File: config.mk
export PLATFORM = sky130hd
export DESIGN_NAME = wwdt_top
export DESIGN_NICKNAME = d
export VERILOG_FILES = /design/src/verilog/wwdt_pkg.sv /design/src/verilog/wwdt_scaler.sv /design/src/verilog/wwdt_top.sv
export SDC_FILE = /design/constraint.sdc
export NUM_CORES = 1
export LEC_CHECK = 0
export BUFFER_PORTS_ARGS = -buffer_cell sky130_fd_sc_hd__clkbuf_2
export CORE_UTILIZATION = 55
export CTS_CLUSTER_DIAMETER = 80
export DETAILED_ROUTE_END_ITERATION = 8
export PLACE_DENSITY = 0.83
export SLEW_MARGIN = 25
export SYNTH_ARGS = -nofsm -noshare
export SYNTH_HDL_FRONTEND = slang
export SYNTH_SLANG_ARGS = --single-unit
File: constraint.sdc
create_clock -name clk_sys_i -period 2.4 [get_ports clk_sys_i]
set_clock_uncertainty 0.1 [all_clocks]
set_input_delay 0.36 -clock clk_sys_i [delete_from_list [all_inputs] [get_ports clk_sys_i]]
set_output_delay 0.36 -clock clk_sys_i [all_outputs]
set_load 0.05 [all_outputs]
File: src/verilog/wwdt_pkg.sv
package wwdt_pkg;
	// clock rates
	localparam int unsigned SYS_CLK_HZ = 125000000;
	localparam int unsigned RC_OSC_HZ = 32000;
	localparam int unsigned OSC_DIV_CYCLES = SYS_CLK_HZ / RC_OSC_HZ;
	localparam int OSC_DIV_W = 12;
	localparam logic [OSC_DIV_W-1:0] OSC_DIV_TERM = OSC_DIV_W'(OSC_DIV_CYCLES - 1);
	////////////////////////////////////////////////////////////////////////
	// base time-out of the prescaler alone, in microseconds
	localparam int unsigned BASE_TIMEOUT_US_SHORT = 1000;
	localparam int unsigned BASE_TIMEOUT_US_LONG = 4000;
	localparam int unsigned PRE_DIV_SHORT = BASE_TIMEOUT_US_SHORT * (RC_OSC_HZ / 1000) / 1000;
	localparam int unsigned PRE_DIV_LONG = BASE_TIMEOUT_US_LONG * (RC_OSC_HZ / 1000) / 1000;
	localparam int PRE_W = 7;
	localparam int PRE_SHIFT_SHORT = 5;
	localparam int PRE_SHIFT_LONG = 7;
	localparam logic [PRE_W-1:0] PRE_TERM_SHORT = PRE_W'(PRE_DIV_SHORT - 1);
	localparam logic [PRE_W-1:0] PRE_TERM_LONG = PRE_W'(PRE_DIV_LONG - 1);
	////////////////////////////////////////////////////////////////////////
	// postscaler: code n selects 2**n
	localparam int POST_W = 15;
	localparam int POST_CODE_W = 4;
	localparam logic [POST_W:0] POST_ONE = 16'h0001;
	// elapsed-time arithmetic width, prescale and postscale together
	localparam int ELAPSED_W = POST_W + PRE_W + 1;
	localparam logic [ELAPSED_W-1:0] ELAPSED_ONE = 23'h000001;
	localparam int WINDOW_QUARTER_SHIFT = 2;
	////////////////////////////////////////////////////////////////////////
	typedef enum logic [0:0] {
		WWDT_RUN,
		WWDT_SAVE
	} wwdt_mode_t;
endpackage : wwdt_pkg

File: src/verilog/wwdt_scaler.sv
`timescale 1ns/1ps
module wwdt_scaler #(
	parameter int W = 8
) (
	input wire logic clk_sys_i,
	input wire logic resetn_i,
	input wire logic clr_i,
	input wire logic inc_i,
	input wire logic [W-1:0] term_i,
	output logic [W-1:0] count_o,
	output logic wrap_o
);
	import wwdt_pkg::*;

	typedef struct packed {
		logic [W-1:0] cnt;
	} wwdt_scaler_state_t;

	wwdt_scaler_state_t r_q;
	wwdt_scaler_state_t r_d;

	// wrap is combinational so the next stage steps in the same cycle
	assign wrap_o = inc_i && (r_q.cnt == term_i);
	assign count_o = r_q.cnt;

	always_comb
	begin
		r_d = r_q;
		if (clr_i)
			r_d.cnt = '0;
		else if (wrap_o)
			r_d.cnt = '0;
		else if (inc_i)
			r_d.cnt = r_q.cnt + W'(1);
	end

	always_ff @(posedge clk_sys_i or negedge resetn_i)
	begin
		if (!resetn_i)
			r_q <= '0;
		else
			r_q <= r_d;
	end
endmodule : wwdt_scaler

File: src/verilog/wwdt_top.sv
`timescale 1ns/1ps
// Behaviour
// - watchdog runs on low-power oscillator; enabling watchdog forces oscillator on.
// - prescaler divides 32 kHz by 32 or 128 per select bit.
// - prescaler alone gives 1 ms or 4 ms base time-out.
// - 4-bit postscaler field picks one of 16 ratios, 1:1 to 1:32768.
// - device reset or finished clock switch clears counter, prescaler, postscaler.
// - entering or leaving sleep/idle clears counter, prescaler, postscaler.
// - clear-watchdog instruction in normal execution clears all counts.
// - enabled watchdog counts in sleep/idle; time-out there wakes, no reset.
// - permanent-enable bit set keeps watchdog always enabled.
// - permanent-enable clear means watchdog runs only while soft enable set.
// - every device reset clears the soft enable bit.
// - window mode: clear before final quarter of period causes watchdog reset.
// - time-out sets flag; only software clears it.
// - prescale select 1 gives divide-by-128, 0 gives divide-by-32.
// - postscale code 1111 is 1:32768, 1110 is 1:16384, halving downward.
// - with permanent enable, clearing soft enable does nothing, oscillator stays.
// - window-disable bit 1 is non-window, 0 is window operation.
module wwdt_top (
	input wire logic clk_sys_i,
	input wire logic resetn_i,
	input wire logic permanent_enable_bit_i,
	input wire logic window_disable_bit_i,
	input wire logic prescale_select_bit_i,
	input wire logic [wwdt_pkg::POST_CODE_W-1:0] postscale_select_field_i,
	input wire logic soft_enable_wr_i,
	input wire logic soft_enable_wdata_i,
	input wire logic timeout_flag_clr_i,
	input wire logic clear_watchdog_instr_i,
	input wire logic power_save_instr_i,
	input wire logic power_save_exit_i,
	input wire logic clk_switch_done_i,
	input wire logic device_reset_i,
	output logic low_power_rc_osc_en_o,
	output logic soft_enable_bit_o,
	output logic timeout_flag_o,
	output logic watchdog_reset_o,
	output logic wake_o,
	output logic power_save_o,
	output logic window_open_o
);
	import wwdt_pkg::*;

	typedef struct packed {
		wwdt_mode_t mode;
		logic soft_en;
		logic osc_en;
		logic flag;
		logic rst_pulse;
		logic wake_pulse;
		logic win_open;
	} wwdt_top_state_t;

	wwdt_top_state_t r_q;
	wwdt_top_state_t r_d;

	logic wd_enable;
	logic dev_reset_evt;
	logic in_run;
	logic clear_watchdog_instr_run;
	logic enter_save;
	logic leave_save;
	logic early_clear;
	logic timeout;
	logic cnt_clr;
	logic osc_tick;
	logic pre_tick;
	logic [PRE_W-1:0] pre_term;
	logic [PRE_W-1:0] pre_count;
	logic [POST_W-1:0] post_term;
	logic [POST_W-1:0] post_count;
	logic [POST_W:0] post_ratio;
	logic [ELAPSED_W-1:0] elapsed;
	logic [ELAPSED_W-1:0] period;
	logic [ELAPSED_W-1:0] window_start;
	logic window_open;

	////////////////////////////////////////////////////////////////////////
	// enable and event decode

	// soft enable only matters while the permanent bit is clear
	assign wd_enable = permanent_enable_bit_i || r_q.soft_en;
	// our own reset pulse counts as a device reset one cycle later
	assign dev_reset_evt = device_reset_i || r_q.rst_pulse;
	assign in_run = (r_q.mode == WWDT_RUN);
	assign clear_watchdog_instr_run = clear_watchdog_instr_i && in_run;
	assign enter_save = power_save_instr_i && in_run;
	assign leave_save = !in_run && (power_save_exit_i || timeout);
	assign timeout = pre_tick && (post_count == post_term);

	// disabled watchdog holds its counts at zero
	assign cnt_clr = !wd_enable
		|| dev_reset_evt
		|| clk_switch_done_i
		|| enter_save
		|| leave_save
		|| clear_watchdog_instr_run
		|| timeout;

	////////////////////////////////////////////////////////////////////////
	// oscillator tick, prescaler and postscaler

	// rc oscillator modelled as a tick every 1/32 kHz of system clock
	wwdt_scaler #(
		.W(OSC_DIV_W)
	) u_osc (
		.clk_sys_i(clk_sys_i),
		.resetn_i(resetn_i),
		.clr_i(!r_q.osc_en),
		.inc_i(r_q.osc_en),
		.term_i(OSC_DIV_TERM),
		.count_o(),
		.wrap_o(osc_tick)
	);

	assign pre_term = prescale_select_bit_i ? PRE_TERM_LONG : PRE_TERM_SHORT;

	wwdt_scaler #(
		.W(PRE_W)
	) u_pre (
		.clk_sys_i(clk_sys_i),
		.resetn_i(resetn_i),
		.clr_i(cnt_clr),
		.inc_i(osc_tick && wd_enable),
		.term_i(pre_term),
		.count_o(pre_count),
		.wrap_o(pre_tick)
	);

	// ratio 2**n; code 0 wraps on every prescaler tick
	assign post_ratio = POST_ONE << postscale_select_field_i;
	assign post_term = POST_W'(post_ratio - POST_ONE);

	wwdt_scaler #(
		.W(POST_W)
	) u_post (
		.clk_sys_i(clk_sys_i),
		.resetn_i(resetn_i),
		.clr_i(cnt_clr),
		.inc_i(pre_tick),
		.term_i(post_term),
		.count_o(post_count),
		.wrap_o()
	);

	////////////////////////////////////////////////////////////////////////
	// window: elapsed oscillator ticks against three quarters of the period

	// powers of two, so elapsed is the two counts side by side
	always_comb
	begin
		if (prescale_select_bit_i)
		begin
			elapsed = (ELAPSED_W'(post_count) << PRE_SHIFT_LONG) | ELAPSED_W'(pre_count);
			period = ELAPSED_ONE << (PRE_SHIFT_LONG + int'(postscale_select_field_i));
		end
		else
		begin
			elapsed = (ELAPSED_W'(post_count) << PRE_SHIFT_SHORT) | ELAPSED_W'(pre_count);
			period = ELAPSED_ONE << (PRE_SHIFT_SHORT + int'(postscale_select_field_i));
		end
	end

	assign window_start = period - (period >> WINDOW_QUARTER_SHIFT);
	assign window_open = window_disable_bit_i || (elapsed >= window_start);
	// early clear only punishes while the watchdog actually runs
	assign early_clear = clear_watchdog_instr_run && wd_enable && !window_open;

	////////////////////////////////////////////////////////////////////////
	// control state

	always_comb
	begin
		r_d = r_q;
		r_d.rst_pulse = 1'b0;
		r_d.wake_pulse = 1'b0;
		r_d.win_open = window_open && wd_enable;
		// enabling the watchdog keeps the oscillator running
		r_d.osc_en = wd_enable;
		if (soft_enable_wr_i)
			r_d.soft_en = soft_enable_wdata_i;
		if (dev_reset_evt)
			r_d.soft_en = 1'b0;
		// set wins over a clear arriving in the same cycle
		if (timeout_flag_clr_i)
			r_d.flag = 1'b0;
		if (timeout)
			r_d.flag = 1'b1;
		unique case (r_q.mode)
			WWDT_RUN:
			begin
				if (timeout || early_clear)
					r_d.rst_pulse = 1'b1;
				else if (power_save_instr_i)
					r_d.mode = WWDT_SAVE;
			end
			WWDT_SAVE:
			begin
				// keeps counting; time-out wakes instead of resetting
				if (timeout)
				begin
					r_d.wake_pulse = 1'b1;
					r_d.mode = WWDT_RUN;
				end
				else if (power_save_exit_i)
					r_d.mode = WWDT_RUN;
			end
		endcase
		if (dev_reset_evt)
			r_d.mode = WWDT_RUN;
	end

	always_ff @(posedge clk_sys_i or negedge resetn_i)
	begin
		if (!resetn_i)
		begin
			r_q.mode <= WWDT_RUN;
			r_q.soft_en <= 1'b0;
			r_q.osc_en <= 1'b0;
			r_q.flag <= 1'b0;
			r_q.rst_pulse <= 1'b0;
			r_q.wake_pulse <= 1'b0;
			r_q.win_open <= 1'b0;
		end
		else
			r_q <= r_d;
	end

	////////////////////////////////////////////////////////////////////////
	// outputs, all straight from flops

	assign low_power_rc_osc_en_o = r_q.osc_en;
	assign soft_enable_bit_o = r_q.soft_en;
	assign timeout_flag_o = r_q.flag;
	assign watchdog_reset_o = r_q.rst_pulse;
	assign wake_o = r_q.wake_pulse;
	assign power_save_o = (r_q.mode == WWDT_SAVE);
	assign window_open_o = r_q.win_open;
endmodule : wwdt_top

-- Word level (Yosys, flattened, before mapping)
Index checks and enable logic that the tools add are counted.
W data, S select, Z words.
- reduce and logical (&&, ||, !) cells: 27
- add/subtract/negate cells: 7
- order comparisons: 1
- multiplexer cells: 25
- shift-type cells: 3
- bitwise gates (word level): 3
- equality and inequality tests: 3
- operators with widths (kind ; number):
    $mux W23 ; 2
    $shl A1 B5 Y23 const A ; 2
    $mux W15 ; 3
    $mux W7 ; 4
    $mux W12 ; 2
    $ge A23 B23 Y1 ; 1
    $sub A23 B21 Y23 ; 1
    $or A22 B7 Y22 ; 1
    $or A20 B7 Y20 ; 1
    $add A15 B1 Y15 const B ; 1
    $eq A15 B15 Y1 ; 1
    $shl A1 B4 Y15 const A ; 1
    $sub A15 B1 Y15 const B ; 1
    $mux W1 ; 13
    $add A12 B1 Y12 const B ; 1
    $eq A12 B12 Y1 const B ; 1
    $logic_or A1 B1 Y1 ; 11
    $add A3 B4 Y5 const A ; 2
    $logic_and A1 B1 Y1 ; 10
    $add A7 B1 Y7 const B ; 1
    $eq A7 B7 Y1 ; 1
    $reduce_bool A3 Y1 ; 2
    $reduce_bool A2 Y1 ; 2
    $logic_not A1 Y1 ; 2
    other kinds (2) ; 2
- output and inout bits: 7
- register bits: 41
- input port bits: 17
- word-level logic and storage cells: 79

-- Depth between registers and ports, before layout
Gate-level depths: netlist of the first run.
- depth in word-level cells: 12
- depth in mapped cells: 22
- mapped depth without buffers: 20

-- Hierarchy
Synthesis of the first run repeated with hierarchy kept, for this count alone.
- cell total of the unflattened synthesis: 647
- area, all modules: 5200.0 um^2
- by module, submodules not included (module ; times used ; area each (um^2) ; cells an instance ; seq. area each (um^2)):
    wwdt_top ; 1 ; 2936.6 ; 428 ; 175.2
    wwdt_scaler at u_post ; 1 ; 999.7 ; 102 ; 375.4
    wwdt_scaler at u_osc ; 1 ; 805.8 ; 74 ; 300.3
    wwdt_scaler at u_pre ; 1 ; 457.9 ; 43 ; 175.2

-- Least setup slack after synthesis of the first run
OpenSTA, ideal clock, no wires.
- path type: input-to-reg
- from: input port postscale_select_field_i[0] in the netlist's numbering
- to: register r_q, in the netlist watchdog_reset_o
- stages on the path: 21
- setup slack: -1.788 ns
- buffers on the path: 4
- required time: 2.216 ns
- arrival: 4.004 ns
- library setup time: 0.084 ns
- cell sequence: buf_2 buf_4 buf_2 buf_1 nor3_1 nand3_1 ha_1 o21a_1 o31ai_1 a21oi_1 a221oi_2 o21ai_1 a31oi_1 xnor2_1 ha_1 a211oi_1 nand2_1 nor3_1 o211ai_1 a41oi_2 o2bb2ai_1
- RTL lines (element ; RTL line ; RTL):
    start: declaration ; wwdt_top.sv:26 ; input wire logic [wwdt_pkg::POST_CODE_W-1:0] postscale_select_field_i,
    end signal: assignment ; wwdt_top.sv:227 ; r_q <= r_d;
    end: declaration ; wwdt_top.sv:55 ; wwdt_top_state_t r_q;

==> results of run 1 <==
==> layout make-up <==
class	instances	area [µm²]	share of cell area
Tap cell	105	131	0.0196
Multi-Input combinational cell	504	3990	0.594
Clock buffer	6	82.6	0.0123
Timing Repair Buffer	173	1370	0.204
Inverter	26	109	0.0162
Clock inverter	1	7.51	0.00112
Sequential cell	41	1030	0.153
==> critical path, delay by kind of cell <==
| kind | cells | cell delay, ns |
|---|---|---|
| AOI/OAI and AO/OA | 7 | 1.52 |
| adders and majority gates | 3 | 0.86 |
| xor gates and xnor gates | 1 | 0.17 |
| and+or+nand+nor | 5 | 0.66 |
| buffers and inverters | 4 | 0.41 |
==> cells in the final DEF (no fill, tap or decap), types with 10 or more instances in the layout <==
master      n
a21oi_1    21
and3_1     12
buf_4     133
buf_6      15
clkbuf_2   19
conb_1     10
dfrtp_1    41
ha_1       28
ha_4       11
inv_1      17
mux2_2     10
nand2_1    47
nand3_1    24
nand4_1    10
nor2_1     65
nor3_1     10
o21ai_0    25
xnor2_1    23
xor2_1     14
==> cell families after synthesis <==
kind of cell / count (synthesis) / share of synthesized area
adders and majority gates: 42 / 0.114
muxes: 13 / 0.0306
and+or+nand+nor: 253 / 0.284
buffers and inverters: 63 / 0.0614
AOI/OAI and AO/OA: 144 / 0.212
DFF: 41 / 0.220
xor gates and xnor gates: 41 / 0.0769
other: 2 / 0.00161
==> timing repair <==
action | 4_1_cts | 5_1_grt
gates cloned | 1 | 0
pin swaps | 52 | 20
gates resized for setup | 68 | 46
setup endpoints to repair | 22 | 22
hold endpoints to repair | 0 | 0
buffers inserted | 16 | 16
==> metrics by stage <==
stage	hold slack [ns]	setup slack (ns)	total power, mW
floorplan	-0.0356	-1.35	1.29
global placement	0.349	-1.58	1.56
detailed placement	0.350	-1.69	1.59
CTS	0.0289	-1.15	2.14
global route	0.0417	-1.53	2.43
finish	-0.00596	-1.48	2.34
==> power by group <==
| part | switching, mW | internal (mW) |
|---|---|---|
| clock | 0.262 | 0.228 |
| sequential | 0.0111 | 0.704 |
| combinational | 0.619 | 0.512 |
| total | 0.892 | 1.44 |
==> state kept, by name, summed over array words and instances, names as in the netlist <==
| signal | count |
|---|---|
| watchdog_reset_o | 1 |
| timeout_flag_o | 1 |
| u_pre.count_o | 7 |
| u_post.count_o | 15 |
| low_power_rc_osc_en_o | 1 |
| u_osc.count_o | 12 |
| power_save_o | 1 |
| wake_o | 1 |
| window_open_o | 1 |
| soft_enable_bit_o | 1 |
==> worst max path at each step <==
stage,startpoint,endpoint,slack [ns],cells past startpoint
global route,postscale_select_field_i[1],watchdog_reset_o$_DFF_PN0_,-1.53,20
global placement,prescale_select_bit_i,power_save_o$_DFF_PN0_,-1.58,19
detailed placement,prescale_select_bit_i,watchdog_reset_o$_DFF_PN0_,-1.69,20
CTS,postscale_select_field_i[1],watchdog_reset_o$_DFF_PN0_,-1.15,21
finish,postscale_select_field_i[1],watchdog_reset_o$_DFF_PN0_,-1.48,20
floorplan,postscale_select_field_i[0],watchdog_reset_o$_DFF_PN0_,-1.35,21
==> metal layers <==
layer / vias up / routed length (µm) / GRT usage
li1: 2468 / - / -
met1: 2702 / 6630 / 0.437
met2: 478 / 8680 / 0.644
met3: 173 / 1760 / 0.0566
met4: 0 / 1500 / 0.219
met5: - / 0 / 0
==> results_dict.tcl, run 1 <==
set metrics [dict create \
    final_layout_size_suffix_gt1_frac 0.394 \
    drtIter0Drc 724 \
    drt_wl_total_um 18600 \
    peakVddDrop_v 0.000222 \
    ys_ff_latch 41 \
    ios 24 \
    grt.total_usage 0.374 \
    fillers 440 \
    finalSetupTns_ns -12.56 \
    clkSlewWorstSetupHoldPaths_ns 0.08 \
    yosys_most_used_dff "dfrtp_1" \
    final_hold_viol_count 5 \
    num_vias 5821 \
    synthTopCellsByArea "dfrtp_1, ha_1, nor2_1" \
    clock_latency_ns 0.31 \
    rrSetupSlack_ns -0.11 \
    failed_checks "negative hold slack, negative setup slack" \
    antennaDiodeCount 0 \
    drc_errors 0 \
    timing.rr.end "u_post.count_o[2]$_DFFE_PN0P_" \
    worst_r2r_path_depth 9 \
    numCtsBuffers 5 \
    critPathMaxFanout 5 \
    path_cells "clkbuf_16, ha_4, clkinv_4, buf_6, nand2_2, nor3_4, inv_2, ha_4, a21oi_2, nor2_1, a211o_1, a31oi_2, xnor2_1, ha_1, a211oi_4, nand2_2, nor3_2, o211ai_1, a41oi_2, o2bb2ai_1" \
    synthDistinctLibCells 79 \
    core_um2 8220 \
    cts.sinks 41 \
    drt_first_pass_iters 7 \
    placedCellCount 818 \
    die_area_um2 8860 \
    critPathMaxStageDelay_ns 0.36 \
    postPlaceCellArea_um2 5810 \
    vias_per_cell 6.80 \
    grt_max_degree 42 \
    hpwlAfterDp_um 11000 \
    hold_buffers 0 \
    area_delta_synth_final_pct 43.8 \
    final-max-slew-violation-count 0 \
    synthCells 599 \
    grt_first_pass_wirelength_um 25900 \
    nets 809 \
    syn_avg_cell_area_um2 7.79 \
    max_slew_margin 0.619 \
    tightest_slew_ns 0.563 \
    fin_hold_ws_ns -0.00596 \
    post_drt_wl_per_cell_um 21.7 \
    rsz0062_at_grt "yes" \
    critPathRequiredTime_ns 2.53 \
    ant_nets 0 \
    io_buffers 23 \
    instances_no_fill 856 \
    syn_area_um2 4670 \
    worstSetupPathType "in2reg" \
    fin_area_um2 6710 \
    crit_path_top_delay_cell "a211oi_4" \
    fp.dieW_um 94.1 \
    synthTopCellsByCount "nor2_1, nand2_1, dfrtp_1" \
    synth-edff-count 0 \
    run_status "finished with violations" \
    synth_most_common_cell "nor2_1" \
    core.rowCount 33 \
    hp-class "in2async" \
    setup_viol 22 \
    utilization 0.817 \
    fin_ws_ns -1.48 \
    clock.fmax_mhz 258 \
    cts_root_buffer "clkbuf_8" \
    place_congestion 1.01 \
    arrival_ns 4.01 \
    ys_warn_count 0 \
    fin_crit_sh 1.62 \
    antenna_found_initial 0 \
    overflow 0 \
    max_cap_viol_count 0 \
    tritoncts "built" \
    p_leak_nw 3.04 \
    grt_pass1_vias 5405 \
    pwr_density_cell_nw_per_um2 348 \
    initial_utilization 0.568 \
    period_minus_slack_ns 3.88 \
    die_h_um 94.1 \
    cp-end-kind "flop" \
    synth-seq-area-share 0.220 \
    clock_path_buffers 2 \
    h-tree-depth 2 \
    timing.rr.start "u_osc.count_o[1]$_DFF_PN0_" \
    synth_top_area_cell "dfrtp_1" \
    cp-start-kind "input port" \
    netlist.area_leader.share 0.220 \
    async_flop_share 1.00 \
]
Power figures use the tool's default switching activity.
==> run 2: changes to the inputs <==
--- a/config.mk
+++ b/config.mk
@@ -9,7 +9,7 @@
 export CORE_UTILIZATION = 55
 export CTS_CLUSTER_DIAMETER = 80
 export DETAILED_ROUTE_END_ITERATION = 8
-export PLACE_DENSITY = 0.83
+export PLACE_DENSITY = 0.86
 export SLEW_MARGIN = 25
 export SYNTH_ARGS = -nofsm -noshare
 export SYNTH_HDL_FRONTEND = slang
==> constraint.sdc (replaced) <==
create_clock -name clk_sys_i -period 3.2 [get_ports clk_sys_i]
set_clock_uncertainty 0.1 [all_clocks]
set_input_delay 0.48 -clock clk_sys_i [delete_from_list [all_inputs] [get_ports clk_sys_i]]
set_output_delay 0.48 -clock clk_sys_i [all_outputs]
set_load 0.05 [all_outputs]
==> run 2 against run 1 <==
Combinational power down 37%; routed wire length down 25%; critical path depth down 1; worst hold slack better by 0.21 ns; setup slack better by 0.89 ns; first-iteration DRC count down 60%; the flow finishes with violations (negative setup slack); core utilization down 8.8 points; flip-flop and latch count unchanged.
==> results_dict.tcl, run 2 (synthesis results as in run 1) <==
set metrics [dict create \
    grt_max_degree 42 \
    final_hold_viol_count 0 \
    die_h_um 94.1 \
    cp-start-kind "input port" \
    worstSetupPathType "in2reg" \
    num_vias 5014 \
    io_buffers 23 \
    clkSlewWorstSetupHoldPaths_ns 0.08 \
    initial_utilization 0.568 \
    critPathRequiredTime_ns 3.28 \
    core.rowCount 33 \
    timing.rr.start "u_post.count_o[10]$_DFFE_PN0P_" \
    utilization 0.729 \
    nets 757 \
    timing.rr.end "power_save_o$_DFF_PN0_" \
    vias_per_cell 6.23 \
    critPathMaxFanout 7 \
    post-place-ws_ns -1.08 \
    final_cell_mix "buf_4, nor2_1, nand2_1" \
    setup_viol 3 \
    worst_r2r_path_depth 9 \
    cts.sinks 41 \
    p_leak_nw 2.72 \
    die_area_um2 8860 \
    postPlaceCellArea_um2 5540 \
    h-tree-depth 2 \
    finalSetupTns_ns -1.73 \
    grt_first_pass_wirelength_um 22700 \
    clock_path_buffers 2 \
    tightest_slew_ns 0.911 \
    drt_first_pass_iters 5 \
    post_drt_wl_per_cell_um 17.4 \
    tritoncts "built" \
    run_status "finished with violations" \
    fp.dieW_um 94.1 \
    clock_latency_ns 0.30 \
    final_common_cell "buf_4" \
    fin_area_um2 5990 \
    grt_pass1_vias 4832 \
    hold_buffers 0 \
    numCtsBuffers 5 \
    final_layout_size_suffix_gt1_frac 0.286 \
    hpwlAfterDp_um 10200 \
    met1_length_um 5600 \
    crit_path_top_delay_cell "ha_1" \
    wl_met2_um 6950 \
    antenna_found_initial 0 \
    peakVddDrop_v 0.000151 \
    fin_crit_sh 1.19 \
    antennaDiodeCount 0 \
    multi_input_area_um2 3690 \
    core_um2 8220 \
    fillers 589 \
    drt_wl_total_um 14000 \
    drc_errors 0 \
    largest_register_ffs 15 \
    top_layer_used "met4" \
    area_delta_synth_final_pct 28.3 \
    ios 24 \
    arrival_ns 3.87 \
    overflow 0 \
    rsz0062_at_grt "yes" \
    critPathMaxStageDelay_ns 0.31 \
    cts_root_buffer "clkbuf_8" \
    final-max-slew-violation-count 0 \
    met3_length_um 1020 \
    seqCellArea_um2 1030 \
    fin_ws_ns -0.593 \
    hp-class "in2async" \
    grt.total_usage 0.323 \
    period_minus_slack_ns 3.79 \
    place_congestion 0.935 \
    rrSetupSlack_ns 0.60 \
    ant_nets 0 \
    failed_checks "negative setup slack" \
    cp-end-kind "flop" \
    max_slew_margin 0.393 \
    path_cells "clkbuf_16, ha_4, and2_4, nor3_4, nand3_2, ha_4, and2_4, a22o_1, a41o_1, nor2_4, nand2_2, xnor2_1, ha_1, a221oi_2, nand3_1, nor3_2, o211ai_1, a41oi_2, a21oi_2" \
    pwr_density_cell_nw_per_um2 278 \
    clock.fmax_mhz 264 \
    drtIter0Drc 293 \
    max_cap_viol_count 0 \
]
run 2: critical path, delay by kind of cell:
kind | cells | cell delay (ns)
adders and majority gates | 3 | 0.77
buffers and inverters | 1 | 0.13
AOI/OAI and AO/OA | 6 | 1.24
and+or+nand+nor | 8 | 1.14
xor gates and xnor gates | 1 | 0.12
run 2: final cells by class:
type,instances,area share
clock buffer,6,0.0121
clock inverter,2,0.00648
inverter,26,0.0171
multi-input combinational,504,0.617
sequential,41,0.171
tap,105,0.0219
timing repair buffer,121,0.154
run 2: repair_timing:
action	CTS	global route
gates cloned	0	1
buffers inserted	8	5
setup endpoints to repair	16	22
pin swaps	29	9
resized for setup	34	14
run 2: worst max path at each step:
stage | endpoint | slack, ns | start
after global placement | power_save_o$_DFF_PN0_ | -0.93 | postscale_select_field_i[1]
after CTS | watchdog_reset_o$_DFF_PN0_ | -0.51 | postscale_select_field_i[1]
after detailed placement | power_save_o$_DFF_PN0_ | -1.08 | postscale_select_field_i[1]
after global routing | watchdog_reset_o$_DFF_PN0_ | -0.79 | postscale_select_field_i[1]
after floorplan | watchdog_reset_o$_DFF_PN0_ | -0.67 | postscale_select_field_i[0]
final | power_save_o$_DFF_PN0_ | -0.59 | postscale_select_field_i[1]
run 2: per-stage QoR:
step           cells  hold slack [ns]  total power, mW
6_report         805            0.205             1.67
5_1_grt          805            0.267             1.76
4_1_cts          799            0.267             1.62
3_5_place_dp     783            0.393             1.16
3_3_place_gp     783            0.376             1.14
2_1_floorplan    607           0.0844            0.963
run 2: power breakdown:
group,switching (mW),internal [mW]
Sequential,0.0131,0.528
Combinational,0.382,0.326
Clock,0.184,0.234
Total,0.579,1.09
run 2: metal layers:
metal | vias to the layer above | global-route usage
li1 | 2365 | -
met1 | 2353 | 0.393
met2 | 249 | 0.577
met3 | 47 | 0.0437
met4 | 0 | 0.114
met5 | - | 0
